$ cat src/hw/sss_pkg.sv
// Shared constants and types for the supply state supervisor.
// Assumes a 250 MHz reference clock and asynchronous supply monitors.
package sss_pkg;

    // Reference clock rate
    localparam int CLK_MHZ = 250;

    // Interval after leaving undervoltage, in microseconds
    localparam int FUSE_TIME_US = 50;
    localparam int ACTIVE_MIN_US = 250;
    localparam int ACTIVE_TYP_US = 340;
    localparam int ACTIVE_MAX_US = 450;

    // Cycle counts derived from the rate
    localparam int FUSE_CYC = FUSE_TIME_US * CLK_MHZ;
    localparam int ACTIVE_CYC = ACTIVE_TYP_US * CLK_MHZ;
    localparam int ACTIVE_MIN_CYC = ACTIVE_MIN_US * CLK_MHZ;
    localparam int ACTIVE_MAX_CYC = ACTIVE_MAX_US * CLK_MHZ;

    // Current source setting
    localparam int WET_W = 3;
    localparam logic [WET_W-1:0] WET_LIMIT_CODE = 3'h0;

    // Reset values of the sticky status bits
    localparam logic UV_FLAG_RST = 1'b0;
    localparam logic POR_FLAG_RST = 1'b1;

    // Reset values of the synchronised monitor levels and chip-select
    localparam logic UV_SYNC_RST = 1'b1;
    localparam logic OV_SYNC_RST = 1'b0;
    localparam logic IO_SYNC_RST = 1'b0;
    localparam logic CS_SYNC_RST = 1'b1;

    typedef struct packed {
        logic undervoltage_lockout;
        logic overvoltage;
        logic io_supply_good;
    } sss_monitor_t;

    typedef enum logic [1:0] {
        ST_UV = 2'b00,
        ST_FUSE = 2'b01,
        ST_WAIT = 2'b10,
        ST_NORMAL = 2'b11
    } sss_state_t;

endpackage

$ cat src/hw/sss_sync.sv
// Two-stage level synchroniser for a group of asynchronous inputs.
// Assumes each bit is a slow level; no relation is kept between bits.
`timescale 1ns/10ps
module sss_sync #(
    parameter int WIDTH = 4,
    parameter logic [WIDTH-1:0] RST_VAL = '0
) (
    input wire logic i_ref_clk,
    input wire logic i_reset_n,
    input wire logic [WIDTH-1:0] i_async,
    output logic [WIDTH-1:0] o_sync
);
    logic [WIDTH-1:0] meta_reg;
    logic [WIDTH-1:0] sync_reg;

    always_ff @(posedge i_ref_clk or negedge i_reset_n)
    begin
        if (!i_reset_n)
        begin
            meta_reg <= RST_VAL;
            sync_reg <= RST_VAL;
        end
        else
        begin
            meta_reg <= i_async;
            sync_reg <= meta_reg;
        end
    end

    assign o_sync = sync_reg;
endmodule

$ cat src/hw/sss_interval_timer.sv
// Saturating up-counter that measures time since a clear.
// Assumes the caller compares the count against its own limits.
`timescale 1ns/10ps
module sss_interval_timer #(
    parameter int WIDTH = 20
) (
    input wire logic i_ref_clk,
    input wire logic i_reset_n,
    input wire logic i_clear,
    input wire logic i_run,
    output logic [WIDTH-1:0] o_count
);
    logic [WIDTH-1:0] count_reg;
    logic [WIDTH-1:0] count_next;
    wire at_top = &count_reg;

    assign count_next = i_clear ? '0 :
        (i_run && !at_top) ? count_reg + 1'b1 : count_reg;

    always_ff @(posedge i_ref_clk or negedge i_reset_n)
    begin
        if (!i_reset_n)
            count_reg <= '0;
        else
            count_reg <= count_next;
    end

    assign o_count = count_reg;
endmodule

$ cat src/hw/sss_supervisor.sv
// Supply state supervisor: lockout, start-up delay, current limiting
// and serial gating for a switch-detection device.
// Assumes i_reset_n comes from the power-on reset detector and that
// the serial engine and current sources sit outside on this clock.
//
// Behaviour
// - Serial data output is high impedance during undervoltage lockout.
// - Chip-select is ignored during undervoltage lockout.
// - Lockout mid-frame discards the frame and enters lockout.
// - Sticky undervoltage flag, readable once lockout has ended.
// - Comparators and current sources are off during lockout.
// - After power-on reset the state is undervoltage lockout.
// - Power-on reset sets the reset-occurred flag.
// - Reset restores register defaults and disables serial traffic.
// - With I/O supply up, interrupt line held low until ready to operate and talk.
// - Overvoltage limits current sources; settings stay untouched.
// - Overvoltage end restores programmed current settings.
// - I/O supply loss keeps state, only communication stops.
// - I/O supply return resumes communication without reset.
// - Battery before I/O supply: defaults kept, logic outputs undriven.
// - Low battery range: serial works, no false switch states.
// - Double battery range sets no fault and changes nothing.
// - Lockout exit to normal mode takes 250 to 450 us.
// - Fuses are read for about 50 us, then a wait state until normal mode.
`timescale 1ns/10ps
module sss_supervisor #(
    parameter int FUSE_CYC = sss_pkg::FUSE_CYC,
    parameter int ACTIVE_CYC = sss_pkg::ACTIVE_CYC,
    parameter int TMR_W = 20
) (
    input wire logic i_ref_clk,
    input wire logic i_reset_n,
    input wire sss_pkg::sss_monitor_t i_monitor,
    input wire logic i_cs_n,
    input wire logic i_miso_data,
    input wire logic i_miso_drive,
    input wire logic i_frame_done,
    input wire logic i_int_req,
    input wire logic [sss_pkg::WET_W-1:0] i_wetting_sel,
    input wire logic i_uv_flag_clear,
    input wire logic i_por_flag_clear,
    output logic o_cs_n_gated,
    output logic o_miso_out,
    output logic o_miso_oe,
    output logic o_frame_apply,
    output logic o_frame_discard,
    output logic o_comm_ok,
    output logic o_int_n_out,
    output logic o_int_n_oe,
    output logic o_io_drive_en,
    output logic o_comparator_en,
    output logic o_current_src_en,
    output logic o_current_limit,
    output logic [sss_pkg::WET_W-1:0] o_wetting_sel,
    output logic o_fuse_read_en,
    output logic o_reg_defaults,
    output logic o_uv_flag,
    output logic o_por_flag,
    output sss_pkg::sss_state_t o_state
);
    import sss_pkg::*;

    localparam logic [TMR_W-1:0] FUSE_LAST = TMR_W'(FUSE_CYC - 1);
    localparam logic [TMR_W-1:0] ACTIVE_LAST = TMR_W'(ACTIVE_CYC - 1);
    localparam logic [3:0] SYNC_RST =
        {UV_SYNC_RST, OV_SYNC_RST, IO_SYNC_RST, CS_SYNC_RST};

    sss_state_t state_reg;
    sss_state_t state_next;
    logic [3:0] sync_bus;
    logic [TMR_W-1:0] tmr_count;
    logic uv_prev_reg;
    logic frame_open_reg;
    logic frame_open_next;
    logic uv_flag_reg;
    logic por_flag_reg;
    logic reg_defaults_reg;
    logic int_low_reg;
    logic miso_out_reg;
    logic [WET_W-1:0] wet_reg;

    // Monitor levels and chip-select come from other domains
    sss_sync #(
        .WIDTH(4),
        .RST_VAL(SYNC_RST)
    ) u_sync (
        .i_ref_clk(i_ref_clk),
        .i_reset_n(i_reset_n),
        .i_async({i_monitor.undervoltage_lockout, i_monitor.overvoltage,
                  i_monitor.io_supply_good, i_cs_n}),
        .o_sync(sync_bus)
    );

    wire uv_sync = sync_bus[3];
    wire ov_sync = sync_bus[2];
    wire io_good = sync_bus[1];
    wire cs_n_sync = sync_bus[0];

    wire in_uv = (state_reg == ST_UV);
    wire in_fuse = (state_reg == ST_FUSE);
    wire in_wait = (state_reg == ST_WAIT);
    wire in_normal = (state_reg == ST_NORMAL);
    wire uv_rise = uv_sync && !uv_prev_reg;

    sss_interval_timer #(
        .WIDTH(TMR_W)
    ) u_timer (
        .i_ref_clk(i_ref_clk),
        .i_reset_n(i_reset_n),
        .i_clear(in_uv || uv_sync),
        .i_run(in_fuse || in_wait),
        .o_count(tmr_count)
    );

    // Any lockout sends the machine back; the delay restarts from zero
    always_comb
    begin
        state_next = state_reg;
        unique case (state_reg)
            ST_UV:
                if (!uv_sync)
                    state_next = ST_FUSE;
            ST_FUSE:
                if (uv_sync)
                    state_next = ST_UV;
                else if (tmr_count == FUSE_LAST)
                    state_next = ST_WAIT;
            ST_WAIT:
                if (uv_sync)
                    state_next = ST_UV;
                else if (tmr_count == ACTIVE_LAST)
                    state_next = ST_NORMAL;
            ST_NORMAL:
                if (uv_sync)
                    state_next = ST_UV;
        endcase
    end

    // Only lockout, the fuse and wait start-up states and the I/O supply gate traffic; low or double
    // battery ranges have no input here and cannot disturb it.
    assign o_comm_ok = in_normal && io_good;
    assign o_cs_n_gated = cs_n_sync || !o_comm_ok;

    // Frame stands while chip-select is low and talking is allowed;
    // it closes with chip-select, so a later lockout finds no stale frame
    assign frame_open_next = !cs_n_sync && o_comm_ok && !uv_sync;
    assign o_frame_discard = frame_open_reg && uv_rise;
    assign o_frame_apply = i_frame_done && frame_open_reg && o_comm_ok
        && !uv_sync;

    // Serial output only drives while fully up and the I/O rail exists
    assign o_miso_oe = i_miso_drive && o_comm_ok;
    assign o_miso_out = miso_out_reg;
    assign o_io_drive_en = io_good;

    // Open-drain interrupt: pulled low while not ready and the I/O rail exists
    assign o_int_n_out = 1'b0;
    assign o_int_n_oe = io_good && int_low_reg;

    assign o_comparator_en = in_normal;
    assign o_current_src_en = in_normal;
    assign o_current_limit = ov_sync;
    assign o_wetting_sel = wet_reg;
    assign o_fuse_read_en = in_fuse;
    assign o_reg_defaults = reg_defaults_reg;
    assign o_uv_flag = uv_flag_reg;
    assign o_por_flag = por_flag_reg;
    assign o_state = state_reg;

    always_ff @(posedge i_ref_clk or negedge i_reset_n)
    begin
        if (!i_reset_n)
        begin
            state_reg <= ST_UV;
            uv_prev_reg <= UV_SYNC_RST;
            frame_open_reg <= 1'b0;
            reg_defaults_reg <= 1'b1;
            int_low_reg <= 1'b1;
            miso_out_reg <= 1'b0;
        end
        else
        begin
            state_reg <= state_next;
            uv_prev_reg <= uv_sync;
            frame_open_reg <= frame_open_next;
            reg_defaults_reg <= 1'b0;
            int_low_reg <= !(o_comm_ok && !i_int_req);
            miso_out_reg <= i_miso_data;
        end
    end

    // The programmed code is never overwritten, so it returns by itself
    // once the overvoltage ends.
    always_ff @(posedge i_ref_clk or negedge i_reset_n)
    begin
        if (!i_reset_n)
            wet_reg <= WET_LIMIT_CODE;
        else if (ov_sync)
            wet_reg <= WET_LIMIT_CODE;
        else
            wet_reg <= i_wetting_sel;
    end

    // Sticky flags: a new event wins over a clear in the same cycle
    always_ff @(posedge i_ref_clk or negedge i_reset_n)
    begin
        if (!i_reset_n)
        begin
            uv_flag_reg <= UV_FLAG_RST;
            por_flag_reg <= POR_FLAG_RST;
        end
        else
        begin
            if (uv_rise)
                uv_flag_reg <= 1'b1;
            else if (i_uv_flag_clear)
                uv_flag_reg <= 1'b0;
            if (i_por_flag_clear)
                por_flag_reg <= 1'b0;
        end
    end

    // Helper: cycles spent from leaving lockout until normal mode
    logic [TMR_W-1:0] since_uv_reg;
    always_ff @(posedge i_ref_clk or negedge i_reset_n)
    begin
        if (!i_reset_n)
            since_uv_reg <= '0;
        else if (in_uv)
            since_uv_reg <= '0;
        else if (!in_normal)
            since_uv_reg <= since_uv_reg + 1'b1;
    end

    chk_miso_lockout_hiz: assert property (
        @(posedge i_ref_clk) disable iff (!i_reset_n)
        in_uv |-> !o_miso_oe)
        else $error("serial output driven during lockout");

    chk_cs_lockout_ignored: assert property (
        @(posedge i_ref_clk) disable iff (!i_reset_n)
        (in_uv || !io_good) |-> o_cs_n_gated && !frame_open_next)
        else $error("chip-select accepted during lockout");

    chk_cs_normal_pass: assert property (
        @(posedge i_ref_clk) disable iff (!i_reset_n)
        (o_comm_ok && !cs_n_sync) |-> !o_cs_n_gated)
        else $error("chip-select blocked while talking is allowed");

    chk_frame_discard_uv: assert property (
        @(posedge i_ref_clk) disable iff (!i_reset_n)
        (frame_open_reg && uv_rise) |-> o_frame_discard && !o_frame_apply
            ##1 (in_uv && !frame_open_reg))
        else $error("frame not discarded on lockout");

    chk_uv_flag_sticky: assert property (
        @(posedge i_ref_clk) disable iff (!i_reset_n)
        (uv_rise || (o_uv_flag && !i_uv_flag_clear)) |=> o_uv_flag)
        else $error("undervoltage flag not held");

    chk_sources_off_uv: assert property (
        @(posedge i_ref_clk) disable iff (!i_reset_n)
        !in_normal |-> !o_current_src_en && !o_comparator_en)
        else $error("current sources on outside normal mode");

    chk_int_low_unready: assert property (
        @(posedge i_ref_clk) disable iff (!i_reset_n)
        (!$past(o_comm_ok) && io_good) |-> o_int_n_oe)
        else $error("interrupt released before ready");

    chk_overvolt_limit: assert property (
        @(posedge i_ref_clk) disable iff (!i_reset_n)
        ov_sync |=> (o_wetting_sel == WET_LIMIT_CODE) && o_current_limit
            || !ov_sync)
        else $error("current not limited in overvoltage");

    chk_overvolt_restore: assert property (
        @(posedge i_ref_clk) disable iff (!i_reset_n)
        $fell(ov_sync) && !ov_sync |=>
            o_wetting_sel == $past(i_wetting_sel))
        else $error("current setting not restored");

    chk_io_loss_state: assert property (
        @(posedge i_ref_clk) disable iff (!i_reset_n)
        (in_normal && !io_good && !uv_sync) |=> in_normal && !o_comm_ok
            || io_good)
        else $error("state changed on I/O supply loss");

    chk_active_time: assert property (
        @(posedge i_ref_clk) disable iff (!i_reset_n)
        $rose(in_normal) |-> since_uv_reg == TMR_W'(ACTIVE_CYC))
        else $error("active time from lockout exit is wrong");

    chk_fuse_length: assert property (
        @(posedge i_ref_clk) disable iff (!i_reset_n)
        $rose(in_wait) |-> since_uv_reg == TMR_W'(FUSE_CYC))
        else $error("fuse read interval is wrong");

    chk_start_in_uv: assert property (
        @(posedge i_ref_clk) disable iff (!i_reset_n)
        $fell(o_reg_defaults) |-> in_uv)
        else $error("did not start in lockout");
endmodule

$ cat config.mk
export PLATFORM = sky130hd
export DESIGN_NAME = sss_supervisor
export DESIGN_NICKNAME = d
export VERILOG_FILES = /design/src/hw/sss_pkg.sv /design/src/hw/sss_sync.sv /design/src/hw/sss_interval_timer.sv /design/src/hw/sss_supervisor.sv
export SDC_FILE = /design/constraint.sdc
export NUM_CORES = 1
export LEC_CHECK = 0
export ABC_CLOCK_PERIOD_IN_PS = 2790
export BUFFER_PORTS_ARGS = -buffer_cell sky130_fd_sc_hd__buf_2
export CORE_AREA = 8 8 75 77
export CTS_CLUSTER_SIZE = 20
export DETAILED_ROUTE_END_ITERATION = 7
export DIE_AREA = 0 0 83 85
export SLEW_MARGIN = 10
export SYNTH_ARGS = -nofsm -noshare
export SYNTH_HDL_FRONTEND = slang
export SYNTH_SLANG_ARGS = --single-unit
$ cat constraint.sdc
create_clock -name i_ref_clk -period 2.79 [get_ports i_ref_clk]
set_input_delay 0.4185 -clock i_ref_clk [delete_from_list [all_inputs] [get_ports i_ref_clk]]
set_output_delay 0.4185 -clock i_ref_clk [all_outputs]
set_load 0.02 [all_outputs]
==> results of run 1 <==
==> worst paths after layout <==
path | end | slack (ns) | depth (start not counted) | start
worst min register to register | u_sync.o_sync[2]$_DFF_PN0_ | 0.35 | 0 | u_sync.meta_reg[2]$_DFF_PN0_
worst max register to register | o_state[0]$_DFFE_PN0P_ | 0.57 | 4 | u_timer.o_count[6]$_DFFE_PN0P_
min in group asynchronous | u_timer.o_count[8]$_DFFE_PN0P_ | 0.24 | 1 | i_reset_n
worst min-delay path | u_sync.meta_reg[0]$_DFF_PN1_ | 0.22 | 1 | i_cs_n
worst max-delay path | o_state[0]$_DFFE_PN0P_ | 0.57 | 4 | u_timer.o_count[6]$_DFFE_PN0P_
max in group asynchronous | u_timer.o_count[14]$_DFFE_PN0P_ | 2.01 | 1 | i_reset_n
==> cell usage in the layout (no fill, tap or decap), types with 3 or more instances in the layout <==
cell and instances:
buf_2 34, nor2b_1 5, o22ai_1 3, inv_1 8, or2_2 3, nand3_1 8
dfrtp_1 32, o21ai_0 6, a21oi_1 5, ha_1 5, or4_1 5, xnor2_1 8
dfstp_2 8, nand2_1 18, nand4_1 4, o211ai_1 5, nor2_1 18, nor4_1 5
nor3_1 8, clkbuf_8 5
==> critical path, stage by stage (launching register included) <==
cell	delay (ns)
dfrtp_1	0.48
or4_2	0.69
nor4_1	0.44
o21ai_0	0.16
a222oi_1	0.36
==> layout make-up <==
| class | count | area [µm²] | area share, % |
|---|---|---|---|
| clock buffer | 5 | 68.82 | 3.061 |
| clock inverter | 2 | 60.06 | 2.671 |
| inverter | 8 | 30.03 | 1.336 |
| multi-input combinational | 135 | 833.3 | 37.06 |
| sequential | 40 | 1011 | 44.96 |
| tap | 54 | 67.56 | 3.005 |
| timing repair buffer | 35 | 177.7 | 7.902 |
==> synth_stat cells, types with 2 or more instances <==
| cell | number |
|---|---|
| dfrtp_1 | 32 |
| nand2_1 | 18 |
| nor2_1 | 18 |
| dfstp_2 | 8 |
| inv_1 | 8 |
| nand3_1 | 8 |
| nor3_1 | 8 |
| xnor2_1 | 8 |
| o21ai_0 | 6 |
| a21oi_1 | 5 |
| clkbuf_1 | 5 |
| ha_1 | 5 |
| nor2b_1 | 5 |
| nor4_1 | 5 |
| o211ai_1 | 5 |
| or4_1 | 5 |
| nand4_1 | 4 |
| o22ai_1 | 3 |
| or2_2 | 3 |
| and3_1 | 2 |
| buf_4 | 2 |
| nand4b_1 | 2 |
| or3_1 | 2 |
| xor2_1 | 2 |
==> power groups by stage <==
stage	logic, mW	registers (mW)	clock network, mW
global route	0.443	0.654	0.578
global placement	0.392	0.657	0
CTS	0.400	0.649	0.558
floorplan	0.252	0.678	0
detailed placement	0.397	0.660	0
finish	0.397	0.649	0.542
==> cells by family (layout without fill, tap and decap cells) <==
| logic type | after synthesis | in the layout | synth area share (%) |
|---|---|---|---|
| simple gates | 90 | 90 | 25.74 |
| flops | 40 | 40 | 52.78 |
| compound gates | 27 | 27 | 9.014 |
| buf+inv | 16 | 50 | 3.919 |
| xor+xnor | 10 | 10 | 4.572 |
| fa+ha+maj | 5 | 5 | 3.266 |
| other cells | 1 | 2 | 0.1958 |
| mux | 1 | 1 | 0.5226 |
==> metal layers <==
layer  up-vias  track usage (%)
li1        742                -
met1       737            15.19
met2        40            19.31
met3         6            4.310
met4         0            4.633
met5         -                0
==> flow_summary.json, run 1 <==
{
  "drv_cap": 0,
  "layoutNonFillerInstCount": 279,
  "final_area_um2": 2248,
  "cts.sinks": 40,
  "final_util_pct": 49.57,
  "period_share_pct": 79.73,
  "post_cts_buffers": 0,
  "cts_tree": "yes",
  "first_pass_iters": 4,
  "hold_slack_ns": 0.2212,
  "via_per_inst": 5.466,
  "path_class": "flop to flop",
  "cp-start-kind": "flop",
  "critPathRequiredTime_ns": 2.97,
  "place_congestion": 0.8675,
  "cts.hold.buffers_added": 0,
  "ys.flop_type": "dfrtp_1",
  "core_um2": 4536,
  "status": "completed",
  "cts_buffer_depth": 2,
  "antenna_found_initial": 0,
  "dieWidth_um": 83,
  "yosysTopAreaCell": "dfrtp_1",
  "synth_cell_types": 45,
  "synth_edf_count": 0,
  "hold_path.class": "input port to flop",
  "combPwrFrac_pct": 25.0,
  "synth_warnings": 0,
  "grt_pass1_wl_um": 7162,
  "numPortBuffers": 34,
  "drt-met1-wl_um": 1894,
  "yosys-top-cells-area": "dfrtp_1 42%, dfstp_2 11%, xnor2_1 3.7%",
  "htreeDepth": 2,
  "fin_ws_ns": 0.5656,
  "clk_latency_ns": 0.29,
  "syn_inst": 190,
  "power_density_nw_per_um2": 706.1,
  "ctsRootBufferMaster": "clkbuf_8",
  "final_antenna_net_count": 0,
  "netlist_area_um2": 1916,
  "grt_max_degree": 41,
  "synth.avg_cell_area_um2": 10.08,
  "core.rowCount": 25,
  "fmax_mhz": 449.6,
  "setup_viol": 0,
  "p_clk_share_pct": 34.1,
  "period_minus_slack_ns": 2.224,
  "areaGrowthSynthToFinish_pct": 17.37,
  "yosysSeqAreaShare_pct": 52.78,
  "met2_length_um": 2029,
  "critPathCaptureType": "flop",
  "synthArstFlopShare_pct": 100.0,
  "totalWireLength_um": 4257,
  "fillCellCount": 423,
  "rsz0062_at_grt": "no",
  "synth_top_area_share_pct": 41.80,
  "internal_power_mw": 1.091,
  "synth-seq-cells": 40,
  "drive_gt1_share_pct": 25.78,
  "die_h_um": 85,
  "wl_met3_um": 283,
  "track_usage_pct": 12.33,
  "top_layer_used": "met4",
  "worst_slew_pin_slew_ns": 0.8630,
  "dp_slack_ns": 0.6183,
  "power.switching_uw": 496.8,
  "cp_max_fo": 8,
  "largest_register_ffs": 20,
  "drtIter0Drc": 105,
  "dp_cells": 272,
  "io_pins": 36,
  "leakage_nw": 0.9651,
  "cts_made_buffers": 5,
  "die_area_um2": 7055,
  "vias": 1525,
  "grt_pass1_vias": 1462,
  "dpl_cell_area_um2": 2120,
  "grt.overflow.total": 0,
  "relSlewSlack_pct": 42.47,
  "drc": 0,
  "fin_nets": 245,
  "post_cts_resize_count": 0,
  "skew_ns": 0.003827,
  "antennaDiodeCount": 0,
  "slew_viol_final": 0,
  "clkTransAtPathRegs_ns": 0.07,
  "ir_drop_mv": 0.3136,
  "finalPower_mw": 1.588,
  "start_util_pct": 42.23,
  "switching_share_pct": 31.29,
  "worstPathArrival_ns": 2.41,
  "hold_viol": 0,
  "dpl.hpwl_um": 3068,
  "avgRoutedWirePerCell_um": 15.26,
  "seqPwrFrac_pct": 40.9,
  "tns_ns": 0
}
Power figures use the tool's default switching activity.
==> run 2, diff against run 1 <==
--- a/config.mk
+++ b/config.mk
@@ -5,12 +5,13 @@
 export SDC_FILE = /design/constraint.sdc
 export NUM_CORES = 1
 export LEC_CHECK = 0
-export ABC_CLOCK_PERIOD_IN_PS = 2790
+export ABC_CLOCK_PERIOD_IN_PS = 1800
 export BUFFER_PORTS_ARGS = -buffer_cell sky130_fd_sc_hd__buf_2
 export CORE_AREA = 8 8 75 77
 export CTS_CLUSTER_SIZE = 20
 export DETAILED_ROUTE_END_ITERATION = 7
 export DIE_AREA = 0 0 83 85
+export PLACE_DENSITY = 0.67
 export SLEW_MARGIN = 10
 export SYNTH_ARGS = -nofsm -noshare
 export SYNTH_HDL_FRONTEND = slang
==> constraint.sdc (replaced) <==
create_clock -name i_ref_clk -period 1.8 [get_ports i_ref_clk]
set_input_delay 0.27 -clock i_ref_clk [delete_from_list [all_inputs] [get_ports i_ref_clk]]
set_output_delay 0.27 -clock i_ref_clk [all_outputs]
set_load 0.02 [all_outputs]
==> flow_summary.json, run 2 (synthesis gave the netlist of run 1 again) <==
{
  "status": "finished with violations",
  "violations": "negative setup slack",
  "p_clk_share_pct": 27.7,
  "period_minus_slack_ns": 1.931,
  "place_congestion": 0.8167,
  "totalWireLength_um": 5052,
  "r2r-end": "u_timer.o_count[17]$_DFFE_PN0P_",
  "fin_ws_ns": -0.1315,
  "period_share_pct": 107.3,
  "cts_made_buffers": 5,
  "grt_pass1_vias": 1665,
  "critPathLaunch": "u_timer.o_count[12]$_DFFE_PN0P_",
  "power_density_nw_per_um2": 982.8,
  "io_pins": 36,
  "start_util_pct": 42.23,
  "grt_pass1_wl_um": 8024,
  "dp_slack_ns": -0.08564,
  "ir_drop_mv": 0.4973,
  "final_antenna_net_count": 0,
  "die_area_um2": 7055,
  "relSlewSlack_pct": 66.34,
  "ctsRootBufferMaster": "clkbuf_8",
  "timing.rr.start": "u_timer.o_count[12]$_DFFE_PN0P_",
  "largest_register_ffs": 20,
  "clk_latency_ns": 0.29,
  "antennaDiodeCount": 0,
  "worstPathArrival_ns": 2.16,
  "dpl.hpwl_um": 3479,
  "grt.overflow.total": 0,
  "drc": 0,
  "reg2reg_slack_ns": -0.13,
  "skew_ns": 0.002415,
  "rsz0062_at_grt": "yes",
  "fillCellCount": 345,
  "switching_share_pct": 32.24,
  "avgRoutedWirePerCell_um": 15.17,
  "reg2regPathDepth": 5,
  "cp-start-kind": "flop",
  "power.switching_uw": 896.7,
  "via_per_inst": 5.255,
  "cts_buffer_depth": 2,
  "htreeDepth": 2,
  "clkTransAtPathRegs_ns": 0.08,
  "cp_max_fo": 4,
  "die_h_um": 85,
  "crit_path_top_delay_cell": "or4_4",
  "final_cell_mix": "50 x buf_4, 33 x buf_2, 30 x dfrtp_1",
  "seqPwrFrac_pct": 36.3,
  "tns_ns": -0.2663,
  "grt_max_degree": 41,
  "setup_viol": 4,
  "cts_tree": "yes",
  "slowest_delay_ns": 0.55,
  "leakage_nw": 1.252,
  "finalPower_mw": 2.782,
  "first_pass_iters": 4,
  "drtIter0Drc": 109,
  "core_um2": 4536,
  "drv_cap": 0,
  "drive_gt1_share_pct": 49.10,
  "slew_viol_final": 0,
  "cts.sinks": 40,
  "final_common_cell": "buf_4",
  "worst_slew_pin_slew_ns": 0.5050,
  "critPathRequiredTime_ns": 2.03,
  "critPathCaptureType": "flop",
  "critPathTopFamily": "simple AND/OR/NAND/NOR gates",
  "cts.hold.buffers_added": 0,
  "dieWidth_um": 83,
  "antenna_found_initial": 0,
  "numPortBuffers": 34,
  "core.rowCount": 25,
  "track_usage_pct": 13.79,
  "hold_path.class": "input port to async pin",
  "areaGrowthSynthToFinish_pct": 47.75,
  "crit_chain": "nand3_1 > or2_1 > or4_4 > or4_1 > nand2_1",
  "fmax_mhz": 517.7,
  "path_class": "flop to flop",
  "fin_nets": 298,
  "critPathBufInv": 0,
  "internal_power_mw": 1.885,
  "vias": 1750,
  "final_util_pct": 62.40,
  "combPwrFrac_pct": 36.0,
  "hold_viol": 0
}
run 2: stage by stage:
| stage | hold WS, ns | std cells | instance area [µm²] |
|---|---|---|---|
| after floorplan | -0.02559 | 191 | 1964 |
| after global placement | 0.3331 | 312 | 2465 |
| after detailed placement | 0.3379 | 312 | 2465 |
| after CTS | 0.04080 | 324 | 2676 |
| after global routing | 0.05575 | 333 | 2830 |
| final | 0.02206 | 333 | 2830 |
run 2: worst max path at each step:
stage                                            to  cells past startpoint
floorplan           u_timer.o_count[17]$_DFFE_PN0P_                      6
global placement    u_timer.o_count[15]$_DFFE_PN0P_                      7
detailed placement   u_timer.o_count[6]$_DFFE_PN0P_                      6
CTS                          o_state[0]$_DFFE_PN0P_                      4
global route        u_timer.o_count[17]$_DFFE_PN0P_                      5
finish              u_timer.o_count[17]$_DFFE_PN0P_                      5
run 2: power by group through the flow:
stage	clock (mW)	sequential [mW]	combinational, mW
floorplan	0	1.06	0.461
global placement	0	1.02	0.892
detailed placement	0	1.02	0.903
CTS	0.781	1.01	0.932
global route	0.819	1.02	1.09
finish	0.770	1.01	1.00
run 2: worst reg2reg max path: stages (launching register included):
cell and delay, ns:
dfrtp_1 0.39, nand3_1 0.16, or2_1 0.27, or4_4 0.55, or4_1 0.41, nand2_1 0.09
run 2: layout make-up:
cell class,count,area (µm²),area share [%]
multi-input combinational,135,1001,35.37
clock buffer,6,82.58,2.918
timing repair buffer,88,596.8,21.09
tap,54,67.56,2.387
clock inverter,2,38.79,1.370
sequential,40,1013,35.81
inverter,8,30.03,1.061
run 2: routing by layer:
metal  vias up  wire length [µm]  track usage [%]
li1        849                 -                -
met1       840              2102            16.55
met2        54              2596            23.34
met3         7               253            2.778
met4         0                99            5.911
met5         -                 0                0
run 2: repair_timing:
item | CTS | global route
endpoints found under the setup margin | 10 | 17
cloned | 0 | 0
buffers inserted | 4 | 9
resized for setup | 11 | 19
pin swaps | 4 | 12
==> run 3, diff against run 2 <==
--- a/config.mk
+++ b/config.mk
@@ -5,13 +5,14 @@
 export SDC_FILE = /design/constraint.sdc
 export NUM_CORES = 1
 export LEC_CHECK = 0
+export ABC_AREA = 1
 export ABC_CLOCK_PERIOD_IN_PS = 1800
 export BUFFER_PORTS_ARGS = -buffer_cell sky130_fd_sc_hd__buf_2
-export CORE_AREA = 8 8 75 77
+export CORE_AREA = 8 8 80 82
 export CTS_CLUSTER_SIZE = 20
 export DETAILED_ROUTE_END_ITERATION = 7
-export DIE_AREA = 0 0 83 85
-export PLACE_DENSITY = 0.67
+export DIE_AREA = 0 0 88 90
+export PLACE_DENSITY = 0.66
 export SLEW_MARGIN = 10
 export SYNTH_ARGS = -nofsm -noshare
 export SYNTH_HDL_FRONTEND = slang
==> flow_summary.json, run 3 <==
{
  "drv_cap": 0,
  "drtIter0Drc": 139,
  "numPortBuffers": 34,
  "hold_path.class": "input port to flop",
  "vias": 2039,
  "cp_max_fo": 5,
  "dieWidth_um": 88,
  "track_usage_pct": 14.63,
  "io_pins": 36,
  "yosys-top-cells-area": "dfrtp_1 36%, nand2_1 15%, dfstp_2 9.5%",
  "period_share_pct": 96.74,
  "fin_nets": 384,
  "clkTransAtPathRegs_ns": 0.08,
  "cts_made_buffers": 5,
  "avgRoutedWirePerCell_um": 12.49,
  "synth_edf_count": 0,
  "hold_viol": 0,
  "dpl.hpwl_um": 4133,
  "fmax_mhz": 574.3,
  "cts_tree": "yes",
  "largest_register_ffs": 20,
  "synthArstFlopShare_pct": 100.0,
  "critPathRequiredTime_ns": 1.53,
  "antennaDiodeCount": 0,
  "core_um2": 5236,
  "start_util_pct": 42.17,
  "cp-start-kind": "flop",
  "synth.avg_cell_area_um2": 7.695,
  "final_antenna_net_count": 0,
  "cts.sinks": 40,
  "drc": 0,
  "die_h_um": 90,
  "synth_warnings": 0,
  "setup_viol": 0,
  "grt.overflow.total": 0,
  "final_cell_mix": "87 x nand2_1, 46 x nor2_1, 41 x buf_4",
  "core.rowCount": 27,
  "totalWireLength_um": 5457,
  "worst_slew_pin_slew_ns": 0.5743,
  "grt_pass1_wl_um": 9273,
  "yosysSeqAreaShare_pct": 45.78,
  "synth_top_area_share_pct": 36.26,
  "final_util_pct": 55.68,
  "grt_pass1_vias": 1986,
  "yosysTopAreaCell": "dfrtp_1",
  "critPathCaptureType": "output port",
  "timing.rr.start": "u_timer.o_count[0]$_DFFE_PN0P_",
  "cts_buffer_depth": 2,
  "clk_latency_ns": 0.30,
  "synth_common_cells": "88 x nand2_1, 47 x nor2_1, 32 x dfrtp_1",
  "first_pass_iters": 4,
  "leakage_nw": 1.529,
  "period_minus_slack_ns": 1.741,
  "power_density_nw_per_um2": 870.3,
  "antenna_found_initial": 0,
  "syn_inst": 287,
  "worstHoldStart": "i_cs_n",
  "netlist_area_um2": 2208,
  "worstPathArrival_ns": 1.47,
  "final_common_cell": "nand2_1",
  "areaGrowthSynthToFinish_pct": 32.01,
  "synth.most_common_cell": "nand2_1",
  "place_congestion": 0.8812,
  "synth-seq-cells": 40,
  "critPathLaunch": "o_state[1]$_DFFE_PN0P_",
  "via_per_inst": 4.666,
  "status": "completed",
  "ctsRootBufferMaster": "clkbuf_8",
  "synth_cell_types": 30,
  "htreeDepth": 2,
  "ys.flop_type": "dfrtp_1",
  "ir_drop_mv": 0.3606,
  "slew_viol_final": 0,
  "drive_gt1_share_pct": 30.41,
  "die_area_um2": 7920,
  "relSlewSlack_pct": 61.42,
  "skew_ns": 0.009716,
  "hold_slack_ns": 0.06654,
  "path_class": "flop to output port",
  "grt_max_degree": 19
}
==> run 3: changes by cell type in the layout (fill, tap and decap cells not counted), moves of 7 or more <==
cell | before | now
buf_4 | 50 | 41
inv_1 | 6 | 29
nand2_1 | 17 | 87
nand3_1 | 5 | 20
nand4_1 | 4 | 14
nor2_1 | 17 | 46
xnor2_1 | 8 | 1
==> run 3: final cells by class <==
type,instances,area (µm²)
fillers,493,2321
repair buffers,77,505.5
inverters,31,128.9
clock inverters,3,46.29
clock buffers,5,68.82
well taps,72,90.09
multi-input cells,209,1065
flip-flops and latches,40,1011
==> run 3: what timing repair did <==
item | in CTS | in global routing
endpoints found under the hold margin | 10 | 0
pin swaps | 0 | 1
hold buffers | 1 | 0
setup buffers | 1 | 3
cloned | 0 | 0
resized for setup | 4 | 8
endpoints found under the setup margin | 16 | 16
==> run 3: worst max-delay path, cell delays in order (launching register included) <==
cell     delay, ns
dfrtp_1       0.38
buf_6         0.13
ha_4          0.16
nand2_4       0.06
or2_2         0.28
buf_4         0.16
==> run 3: final timing paths <==
check,to,cells after the start,slack [ns]
setup / recovery,o_cs_n_gated,5,0.06
hold / removal,u_sync.meta_reg[0]$_DFF_PN1_,1,0.07
setup reg to reg,u_timer.o_count[2]$_DFFE_PN0P_,12,0.16
hold reg to reg,u_sync.o_sync[0]$_DFF_PN1_,0,0.36
max in group asynchronous,int_low_reg$_DFF_PN1_,3,0.82
min in group asynchronous,u_sync.meta_reg[2]$_DFF_PN0_,2,0.42
==> run 3: metal layers <==
metal	vias to the layer above	routed length [µm]	GRT usage, %
met5	-	0	0
met4	0	59	4.161
met3	5	255	3.094
met2	48	2840	25.17
met1	944	2302	17.52
li1	1042	-	-
==> run 3: per-stage QoR <==
stage	instances	TNS (ns)	power, mW	area (µm²)	setup WS, ns
3_3_place_gp	424	-2.361	1.683	2709	-0.1849
6_report	437	0	2.537	2915	0.05862
2_1_floorplan	288	0	1.447	2212	0.1250
4_1_cts	434	0	2.485	2860	0.03316
5_1_grt	437	-0.01294	2.681	2915	-0.01294
3_5_place_dp	424	-3.265	1.694	2709	-0.2513
==> run 3: power by group <==
part	total (mW)	switching, mW	internal (mW)
logic	0.800	0.492	0.308
registers	0.974	0.0247	0.949
clock network	0.763	0.345	0.418
total	2.54	0.862	1.68
==> run 3: kinds of logic (layout without fill, tap and decap cells) <==
kind of cell	after synthesis	in the layout	synth area share, %
compound gates	8	8	2.153
other cells	1	2	0.1698
simple gates	184	184	37.34
xor+xnor	9	9	3.570
buf+inv	39	116	7.704
fa+ha+maj	5	5	2.833
mux	1	1	0.4533
flops	40	40	45.78
